File: src/rtl/aec_pkg.sv
// Constants, field layouts and carrier types for the error-reporting register slice.
// Assumes a 12-bit configuration offset space reached by a plain strobe port.
// ============================================================================
// How it works
// - Unmasked ECRC error reports fatal when severity bit 19 set, else non-fatal; sticky.
// - Unmasked unsupported-request error uses severity bit 20 the same way; resets zero.
// - Receiver error sets correctable status bit 0; write one clears; resets zero.
// - Bad received packet sets correctable status bit 6; write one clears.
// - Bad link packet sets correctable status bit 7; write one clears.
// - Replay number rollover sets correctable status bit 8.
// - Replay timer expiry sets correctable status bit 12; write one clears.
// - Advisory non-fatal condition sets correctable status bit 13; write one clears.
// - A set correctable mask bit stops reporting of the matching status event.
// - Advisory non-fatal mask bit resets to one; other mask bits reset to zero.
// - Control bits 4:0 hold position of first reported uncorrectable error; read-only.
// - Control bit 5 shows CRC generation capable; resets one; write-locked.
// - Control bit 6 enables CRC generation on transmit; resets zero; sticky.
// - Control bit 7 shows CRC check capable; resets one; write-locked.
// - Control bit 8 enables CRC checking on receive; resets zero.
// - A masked uncorrectable event is neither logged nor reported.
package aec_pkg;

  typedef logic [11:0] aec_addr_t;
  typedef logic [31:0] aec_word_t;

  // ==========================================================================
  // Register offsets
  localparam aec_addr_t OFS_SEVERITY    = 12'h10C;
  localparam aec_addr_t OFS_CORR_STATUS = 12'h110;
  localparam aec_addr_t OFS_CORR_MASK   = 12'h114;
  localparam aec_addr_t OFS_CONTROL     = 12'h118;
  localparam aec_addr_t OFS_IRQ_STATUS  = 12'h130;
  localparam aec_addr_t OFS_IRQ_CLEAR   = 12'h134;
  localparam aec_addr_t OFS_IRQ_ENABLE  = 12'h138;

  // ==========================================================================
  // Field positions and reset values
  localparam int        SEV_ECRC_BIT      = 19;
  localparam int        SEV_UR_BIT        = 20;
  localparam aec_word_t SEV_IMPL          = 32'h0018_0000;
  localparam aec_word_t SEV_RESET         = 32'h0000_0000;
  localparam int        CORR_RCV_BIT      = 0;
  localparam int        CORR_TLP_BIT      = 6;
  localparam int        CORR_DLLP_BIT     = 7;
  localparam int        CORR_ROLL_BIT     = 8;
  localparam int        CORR_TMO_BIT      = 12;
  localparam int        CORR_ADV_BIT      = 13;
  localparam aec_word_t CORR_IMPL         = 32'h0000_31C1;
  localparam aec_word_t CORR_STATUS_RESET = 32'h0000_0000;
  localparam aec_word_t CORR_MASK_RESET   = 32'h0000_2000;
  localparam int        CTL_FEP_LSB       = 0;
  localparam int        CTL_FEP_W         = 5;
  localparam int        CTL_GEN_CAP       = 5;
  localparam int        CTL_GEN_EN        = 6;
  localparam int        CTL_CHK_CAP       = 7;
  localparam int        CTL_CHK_EN        = 8;
  localparam logic      CTL_CAP_RESET     = 1'b1;
  localparam logic      CTL_EN_RESET      = 1'b0;
  localparam logic [4:0] FEP_RESET        = 5'h00;
  localparam int        IRQ_W             = 3;
  localparam int        IRQ_CORR          = 0;
  localparam int        IRQ_NONFATAL      = 1;
  localparam int        IRQ_FATAL         = 2;
  localparam logic [2:0] IRQ_RESET        = 3'h0;

  // ==========================================================================
  // Carriers
  typedef struct packed {
    logic advisory_nonfatal_flag;
    logic replay_timer_expired;
    logic replay_count_rollover;
    logic bad_link_packet_flag;
    logic bad_packet_flag;
    logic receiver_error_flag;
  } aec_corr_evt_s;

  typedef struct packed {
    aec_addr_t addr;
    aec_word_t wdata;
    logic      wr;
    logic      rd;
  } aec_bus_req_s;

  typedef struct packed {
    logic fatal;
    logic nonfatal;
    logic correctable;
  } aec_report_s;

endpackage : aec_pkg

File: src/rtl/aec_top.sv
// Error-reporting register slice of one switch port: severity, correctable
// status and mask, control with first-error pointer and CRC enables.
// Assumes events arrive as one-cycle pulses synchronous to clk_sys and that a
// cold power-on reset is given separately from the ordinary reset.
`timescale 1ns/100ps

module aec_top
  import aec_pkg::*;
(
  input  wire logic          clk_sys,
  input  wire logic          reset,
  input  wire logic          cold_reset,
  input  wire aec_bus_req_s  bus_req,
  output aec_word_t          rd_data,
  input  wire aec_corr_evt_s corr_evt,
  input  wire logic          ecrc_err_evt,
  input  wire logic          ur_err_evt,
  input  wire logic          unc_mask_ecrc,
  input  wire logic          unc_mask_ur,
  input  wire logic          unc_log_clear,
  input  wire logic          cap_unlock,
  output aec_report_s        report,
  output logic               crc_generate_enable,
  output logic               crc_check_enable,
  output logic               irq
);

  // ==========================================================================
  // Address decode
  wire logic any_reset;
  wire logic wr_sev;
  wire logic wr_status;
  wire logic wr_mask;
  wire logic wr_ctl;
  wire logic wr_irq_clr;
  wire logic wr_irq_en;

  assign any_reset  = reset | cold_reset;
  assign wr_sev     = bus_req.wr && (bus_req.addr == OFS_SEVERITY);
  assign wr_status  = bus_req.wr && (bus_req.addr == OFS_CORR_STATUS);
  assign wr_mask    = bus_req.wr && (bus_req.addr == OFS_CORR_MASK);
  assign wr_ctl     = bus_req.wr && (bus_req.addr == OFS_CONTROL);
  assign wr_irq_clr = bus_req.wr && (bus_req.addr == OFS_IRQ_CLEAR);
  assign wr_irq_en  = bus_req.wr && (bus_req.addr == OFS_IRQ_ENABLE);

  // ==========================================================================
  // Correctable events mapped onto their status positions
  aec_word_t corr_set;
  aec_word_t corr_status_reg;
  aec_word_t corr_status_next;
  aec_word_t corr_mask_reg;
  aec_word_t corr_mask_next;

  always_comb begin
    corr_set                = '0;
    corr_set[CORR_RCV_BIT]  = corr_evt.receiver_error_flag;
    corr_set[CORR_TLP_BIT]  = corr_evt.bad_packet_flag;
    corr_set[CORR_DLLP_BIT] = corr_evt.bad_link_packet_flag;
    corr_set[CORR_ROLL_BIT] = corr_evt.replay_count_rollover;
    corr_set[CORR_TMO_BIT]  = corr_evt.replay_timer_expired;
    corr_set[CORR_ADV_BIT]  = corr_evt.advisory_nonfatal_flag;
  end

  // Per bit: an event in the clearing cycle wins, so no event is lost
  genvar gi;
  generate
    for (gi = 0; gi < 32; gi++) begin : g_status
      if (CORR_IMPL[gi]) begin : g_impl
        assign corr_status_next[gi] = corr_set[gi] |
               (corr_status_reg[gi] & ~(wr_status & bus_req.wdata[gi]));
        assign corr_mask_next[gi]   = wr_mask ? bus_req.wdata[gi] : corr_mask_reg[gi];
      end else begin : g_rsvd
        assign corr_status_next[gi] = 1'b0;
        assign corr_mask_next[gi]   = 1'b0;
      end
    end
  endgenerate

  // Status and mask are sticky: only the cold reset returns them
  always_ff @(posedge clk_sys) begin
    if (cold_reset) begin
      corr_status_reg <= CORR_STATUS_RESET;
      corr_mask_reg   <= CORR_MASK_RESET;
    end else begin
      corr_status_reg <= corr_status_next;
      corr_mask_reg   <= corr_mask_next;
    end
  end

  // ==========================================================================
  // Uncorrectable severity and first-error pointer
  aec_word_t  sev_reg;
  aec_word_t  sev_next;
  logic [4:0] fep_reg;
  logic [4:0] fep_next;
  logic       fep_armed_reg;
  logic       fep_armed_next;
  wire logic  fep_open;
  wire logic  ecrc_live;
  wire logic  ur_live;

  assign sev_next  = wr_sev ? (bus_req.wdata & SEV_IMPL) : sev_reg;
  // Masked uncorrectable events go nowhere, whatever the severity says
  assign ecrc_live = ecrc_err_evt & ~unc_mask_ecrc;
  assign ur_live   = ur_err_evt & ~unc_mask_ur;

  // Lower bit wins when both arrive together; an event beside the re-arm is captured
  assign fep_open       = fep_armed_reg | unc_log_clear;
  assign fep_next       = (fep_open & ecrc_live) ? 5'(SEV_ECRC_BIT) :
                          (fep_open & ur_live)   ? 5'(SEV_UR_BIT)   : fep_reg;
  assign fep_armed_next = fep_open & ~(ecrc_live | ur_live);

  always_ff @(posedge clk_sys) begin
    if (cold_reset) begin
      sev_reg       <= SEV_RESET;
      fep_reg       <= FEP_RESET;
      fep_armed_reg <= 1'b1;
    end else begin
      sev_reg       <= sev_next;
      fep_reg       <= fep_next;
      fep_armed_reg <= fep_armed_next;
    end
  end

  // ==========================================================================
  // Control register: capability bits are not sticky, enables are
  logic gen_cap_reg;
  logic chk_cap_reg;
  logic gen_en_reg;
  logic chk_en_reg;
  wire logic cap_wr;

  // Capabilities may only be trimmed while the lock is open
  assign cap_wr = wr_ctl & cap_unlock;

  always_ff @(posedge clk_sys) begin
    if (any_reset) begin
      gen_cap_reg <= CTL_CAP_RESET;
      chk_cap_reg <= CTL_CAP_RESET;
    end else if (cap_wr) begin
      gen_cap_reg <= bus_req.wdata[CTL_GEN_CAP];
      chk_cap_reg <= bus_req.wdata[CTL_CHK_CAP];
    end
  end

  always_ff @(posedge clk_sys) begin
    if (cold_reset) begin
      gen_en_reg <= CTL_EN_RESET;
      chk_en_reg <= CTL_EN_RESET;
    end else if (wr_ctl) begin
      gen_en_reg <= bus_req.wdata[CTL_GEN_EN];
      chk_en_reg <= bus_req.wdata[CTL_CHK_EN];
    end
  end

  assign crc_generate_enable = gen_en_reg;
  assign crc_check_enable    = chk_en_reg;

  // ==========================================================================
  // Error reports to the root complex, one registered pulse per class for all events of one cycle
  aec_report_s report_reg;
  aec_report_s report_next;
  wire logic   corr_live;

  assign corr_live = |(corr_set & ~corr_mask_reg);

  always_comb begin
    report_next.correctable = corr_live;
    report_next.fatal       = (ecrc_live & sev_reg[SEV_ECRC_BIT]) |
                              (ur_live & sev_reg[SEV_UR_BIT]);
    report_next.nonfatal    = (ecrc_live & ~sev_reg[SEV_ECRC_BIT]) |
                              (ur_live & ~sev_reg[SEV_UR_BIT]);
  end

  always_ff @(posedge clk_sys) begin
    if (any_reset) begin
      report_reg <= '0;
    end else begin
      report_reg <= report_next;
    end
  end

  assign report = report_reg;

  // ==========================================================================
  // Interrupt status, write-only clear and read-write enable
  logic [2:0] irq_status_reg;
  logic [2:0] irq_status_next;
  logic [2:0] irq_en_reg;
  wire logic  [2:0] irq_clr;

  assign irq_clr         = wr_irq_clr ? bus_req.wdata[IRQ_W-1:0] : IRQ_RESET;
  // A report in the clearing cycle keeps its bit set
  assign irq_status_next = {report_reg.fatal, report_reg.nonfatal, report_reg.correctable} |
                           (irq_status_reg & ~irq_clr);

  always_ff @(posedge clk_sys) begin
    if (any_reset) begin
      irq_status_reg <= IRQ_RESET;
      irq_en_reg     <= IRQ_RESET;
    end else begin
      irq_status_reg <= irq_status_next;
      irq_en_reg     <= wr_irq_en ? bus_req.wdata[IRQ_W-1:0] : irq_en_reg;
    end
  end

  assign irq = |(irq_status_reg & irq_en_reg);

  // ==========================================================================
  // Read path: data one cycle after the strobe, unmapped offsets read zero
  aec_word_t ctl_word;
  aec_word_t rd_mux;
  aec_word_t rd_data_reg;

  always_comb begin
    ctl_word                                   = '0;
    ctl_word[CTL_FEP_LSB +: CTL_FEP_W]         = fep_reg;
    ctl_word[CTL_GEN_CAP]                      = gen_cap_reg;
    ctl_word[CTL_GEN_EN]                       = gen_en_reg;
    ctl_word[CTL_CHK_CAP]                      = chk_cap_reg;
    ctl_word[CTL_CHK_EN]                       = chk_en_reg;
  end

  assign rd_mux = (bus_req.addr == OFS_SEVERITY)    ? sev_reg         :
                  (bus_req.addr == OFS_CORR_STATUS) ? corr_status_reg :
                  (bus_req.addr == OFS_CORR_MASK)   ? corr_mask_reg   :
                  (bus_req.addr == OFS_CONTROL)     ? ctl_word        :
                  (bus_req.addr == OFS_IRQ_STATUS)  ? {29'h0000_0000, irq_status_reg} :
                  (bus_req.addr == OFS_IRQ_ENABLE)  ? {29'h0000_0000, irq_en_reg} :
                  32'h0000_0000;

  always_ff @(posedge clk_sys) begin
    if (any_reset) begin
      rd_data_reg <= '0;
    end else begin
      rd_data_reg <= bus_req.rd ? rd_mux : 32'h0000_0000;
    end
  end

  assign rd_data = rd_data_reg;
endmodule : aec_top

File: config.mk
export PLATFORM = sky130hd
export DESIGN_NAME = aec_top
export DESIGN_NICKNAME = d
export VERILOG_FILES = /design/src/rtl/aec_pkg.sv /design/src/rtl/aec_top.sv
export SDC_FILE = /design/constraint.sdc
export NUM_CORES = 1
export LEC_CHECK = 0
export BUFFER_PORTS_ARGS = -buffer_cell sky130_fd_sc_hd__buf_2
export CORE_ASPECT_RATIO = 1.25
export CORE_MARGIN = 3
export CORE_UTILIZATION = 46
export DETAILED_ROUTE_END_ITERATION = 7
export GPL_TIMING_DRIVEN = 1
export PLACE_DENSITY = 0.86
export SYNTH_ARGS = -nofsm -noshare
export SYNTH_HDL_FRONTEND = slang
export SYNTH_SLANG_ARGS = --single-unit
File: constraint.sdc
create_clock -name clk_sys -period 2.6 [get_ports clk_sys]
set_clock_uncertainty 0.05 [all_clocks]
set_input_delay 0.26 -clock clk_sys [delete_from_list [all_inputs] [get_ports clk_sys]]
set_output_delay 0.26 -clock clk_sys [all_outputs]
set_load 0.02 [all_outputs]
==> results.md <==
- DP Cell Count: 340
- Vias per std cell: 5.221
- DR vias: 1817
- Flops & latches, synth: 43
- Max reg flops: 12
- Largest net degree at the start of global routing: 23
- Initial Utilization: 0.4932
- Tightest Pin Transition: 0.5858 ns
- Initial antenna violation count: 0
- CP max FO: 10
- Top-area cell type share of the netlist area: 0.4127
- Die area: 5383 µm²
- Setup TNS: 0 ns
- Core area: 4229 µm²
- Most common flop cell mapped by yosys: dfxtp_1
- Unrepaired setup endpoints after global routing: false
- Multi-input gate area: 1036 µm²
- Reg-to-reg critical path endpoint: report[0]
- Worst slew margin: 0.6059
- Post-synth EDFFs: 0
- Routability cong.: 0.8749
- Syn-to-layout area delta: 16.38%
- Std-Cell Rows: 26
- Leak: 0.001126 µW
- Worst hold endpoint: irq_status_reg[1]
- R2R Path Start: corr_mask_reg[8]
- Clk root buf: clkbuf_8
- WL final: 4953 µm
- First-pass GRT wire length: 7810 µm
- Synthesized instance count: 234
- Worst Path Required: 2.72 ns
- Synth area leaders: dfxtp_1 41%, buf_4 7.6%, mux2i_1 6.7%
- Clock period minus worst slack: 1.827 ns
- Layout Cells excl Fill: 348
- R2r setup slk: 1.61 ns
- Fin. Hold Viols: 0
- CP endpoint kind: flip-flop
- Clk sinks: 43
- Yosys top cell by area: dfxtp_1
- Num CTS Buffers: 5
- Vias in the first global route: 1711
- Clock Pin Slew Worst Setup and Hold Paths: 0.07 ns
- Worst vdd ir: 0.0003443 V
- Clock Tree Buf Depth: 2
- Reg area: 860.8 µm²
- Post_cts resized: 0
- Min-delay src: bus_req[3]
- Wire per inst: 14.23 µm
- Post-synthesis sequential area ratio: 0.4127
- Worst path arrival time: 1.94 ns
- P per Cell Area: 532.0 nW/µm²
- Worst skew pair latency: 0.30 ns
- Filler cells: 376
- Die Width: 66.23 µm
- Reg2reg path depth: 3
- # nets final: 352
- Worst hold-check path type: input pin to flip-flop
- Overall routing resource usage: 0.1915
- WS Path Type: input pin to flip-flop
- Crit start category: input pin
- Status: complete, no violations
- CTS tree: yes
- Async S/R FF share, synth: 0
- Postcts setup bufs: 0
- Synth unique cells: 46
- Max Cap Violations: 0
- Die H: 81.29 µm
- Detailed Place HPWL: 3733 µm
- Inserted Diodes: 0
- Fmax: 547.5 MHz
- Place WS: 0.4951 ns
- GRT overflow: 0
- Critical Path Start: bus_req[36]
- Avg Inst Size Synth: 8.913 µm²
- Synth Cell Area: 2086 µm²
- Final Cycle Share: 0.7025
- Share of layout cells above drive strength 1: 0.2740
- Drt drc: 0
- Antenna Nets Post-Route: 0
- Final Max Slew Viols: 0
- Starting DRT DRC Count: 93
- Setup WS post-layout: 0.7734 ns
- Port buffer count: 57
- Setup violators final: 0
- Synth Warn #: 0
- Top-level I/O count: 99
- Pre-antenna DRT Iters: 4
- Post-CTS Hold Buffers: 0
- Hold Crit Depth: 2
- Htree depth: 2
logic make-up after synthesis:
logic type	after synthesis	share of synthesized area
DFF	43	0.4127
and+or+nand+nor	90	0.2526
buffers and inverters	44	0.1248
muxes	16	0.07798
other	1	0.001798
AOI/OAI and AO/OA	40	0.1302
placed cells by master (no fill, tap or decap), types with 2 or more instances in the layout:
cell type	netlist	layout
a31oi_1	3	3
nor3_1	8	8
mux2_2	2	2
nand2_1	6	6
a21bo_2	2	2
nor4_1	3	3
buf_4	21	2
nor2b_1	3	3
conb_1	1	20
dfxtp_1	43	43
a21oi_1	8	8
a311oi_1	6	6
or3_1	3	3
clkbuf_8	0	7
nor3b_1	2	2
nand3_1	8	8
nor4_4	2	2
o22ai_1	3	3
and3_1	4	4
nor2_1	32	32
mux2i_1	14	14
o21ai_0	9	9
a22oi_1	2	2
nand2b_1	4	4
inv_1	16	16
buf_2	1	57
or4_4	2	2
or2_2	2	2
or3b_2	2	2
report_power, final:
part	switching (µW)	internal (µW)	leakage [µW]	total, µW
sequential	8.63	672	0.000350	680
combinational	92.9	50.3	0.000725	143
clock	225	242	0.0000515	468
worst max path at each step:
stage                                     end  slack [ns]  cells after the start
after floorplan             corr_mask_reg[13]        0.68                      6
after global placement    corr_status_reg[12]        0.51                      5
after detailed placement    irq_status_reg[2]        0.50                      5
after CTS                   irq_status_reg[2]        0.81                      5
after global routing      corr_status_reg[12]        0.73                      5
final                     corr_status_reg[12]        0.77                      5
cell type report:
type	count	area share
Tap cell	56	0.02887
Clock buffer	8	0.04124
Multi-Input combinational cell	166	0.4268
Inverter	16	0.02474
Timing Repair Buffer	59	0.1237
Sequential cell	43	0.3546
Yosys cell counts, types with 2 or more instances:
cell type,number
a21oi_1,8
nor3b_1,2
and3_1,4
or4_4,2
inv_1,16
a21bo_2,2
or2_2,2
or3b_2,2
nand2_1,6
a311oi_1,6
o21ai_0,9
dfxtp_1,43
nor4_1,3
or3_1,3
buf_4,21
nor2_1,32
a31oi_1,3
a22oi_1,2
nor4_4,2
buf_6,2
nand3_1,8
nor3_1,8
mux2i_1,14
nor2b_1,3
mux2_2,2
clkbuf_1,4
o22ai_1,3
nand2b_1,4
layer usage:
metal / global-route usage / wire [µm] / up-vias
met2: 0.3208 / 2394 / 79
met5: 0 / 0 / -
met3: 0.05394 / 429 / 14
li1: - / - / 899
met1: 0.2214 / 1982 / 825
met4: 0.09553 / 146 / 0
stage by stage:
step | cell area, µm² | hold slack, ns | util | total power, µW
5_1_grt | 2427 | 0.09758 | 0.5740 | 1344
2_1_floorplan | 2157 | 0.3112 | - | 805.6
4_1_cts | 2427 | 0.09560 | 0.5740 | 1292
3_3_place_gp | 2327 | 0.4073 | 0.5503 | 831.5
6_report | 2427 | 0.1036 | 0.5740 | 1291
3_5_place_dp | 2327 | 0.4155 | 0.5503 | 836.7
worst max-delay path, cell delays in order:
cell,delay (ns)
buf_2,0.17
or3_1,0.45
or3b_2,0.54
nor4_4,0.34
a311oi_1,0.16
(Power assumes the default switching activity.)
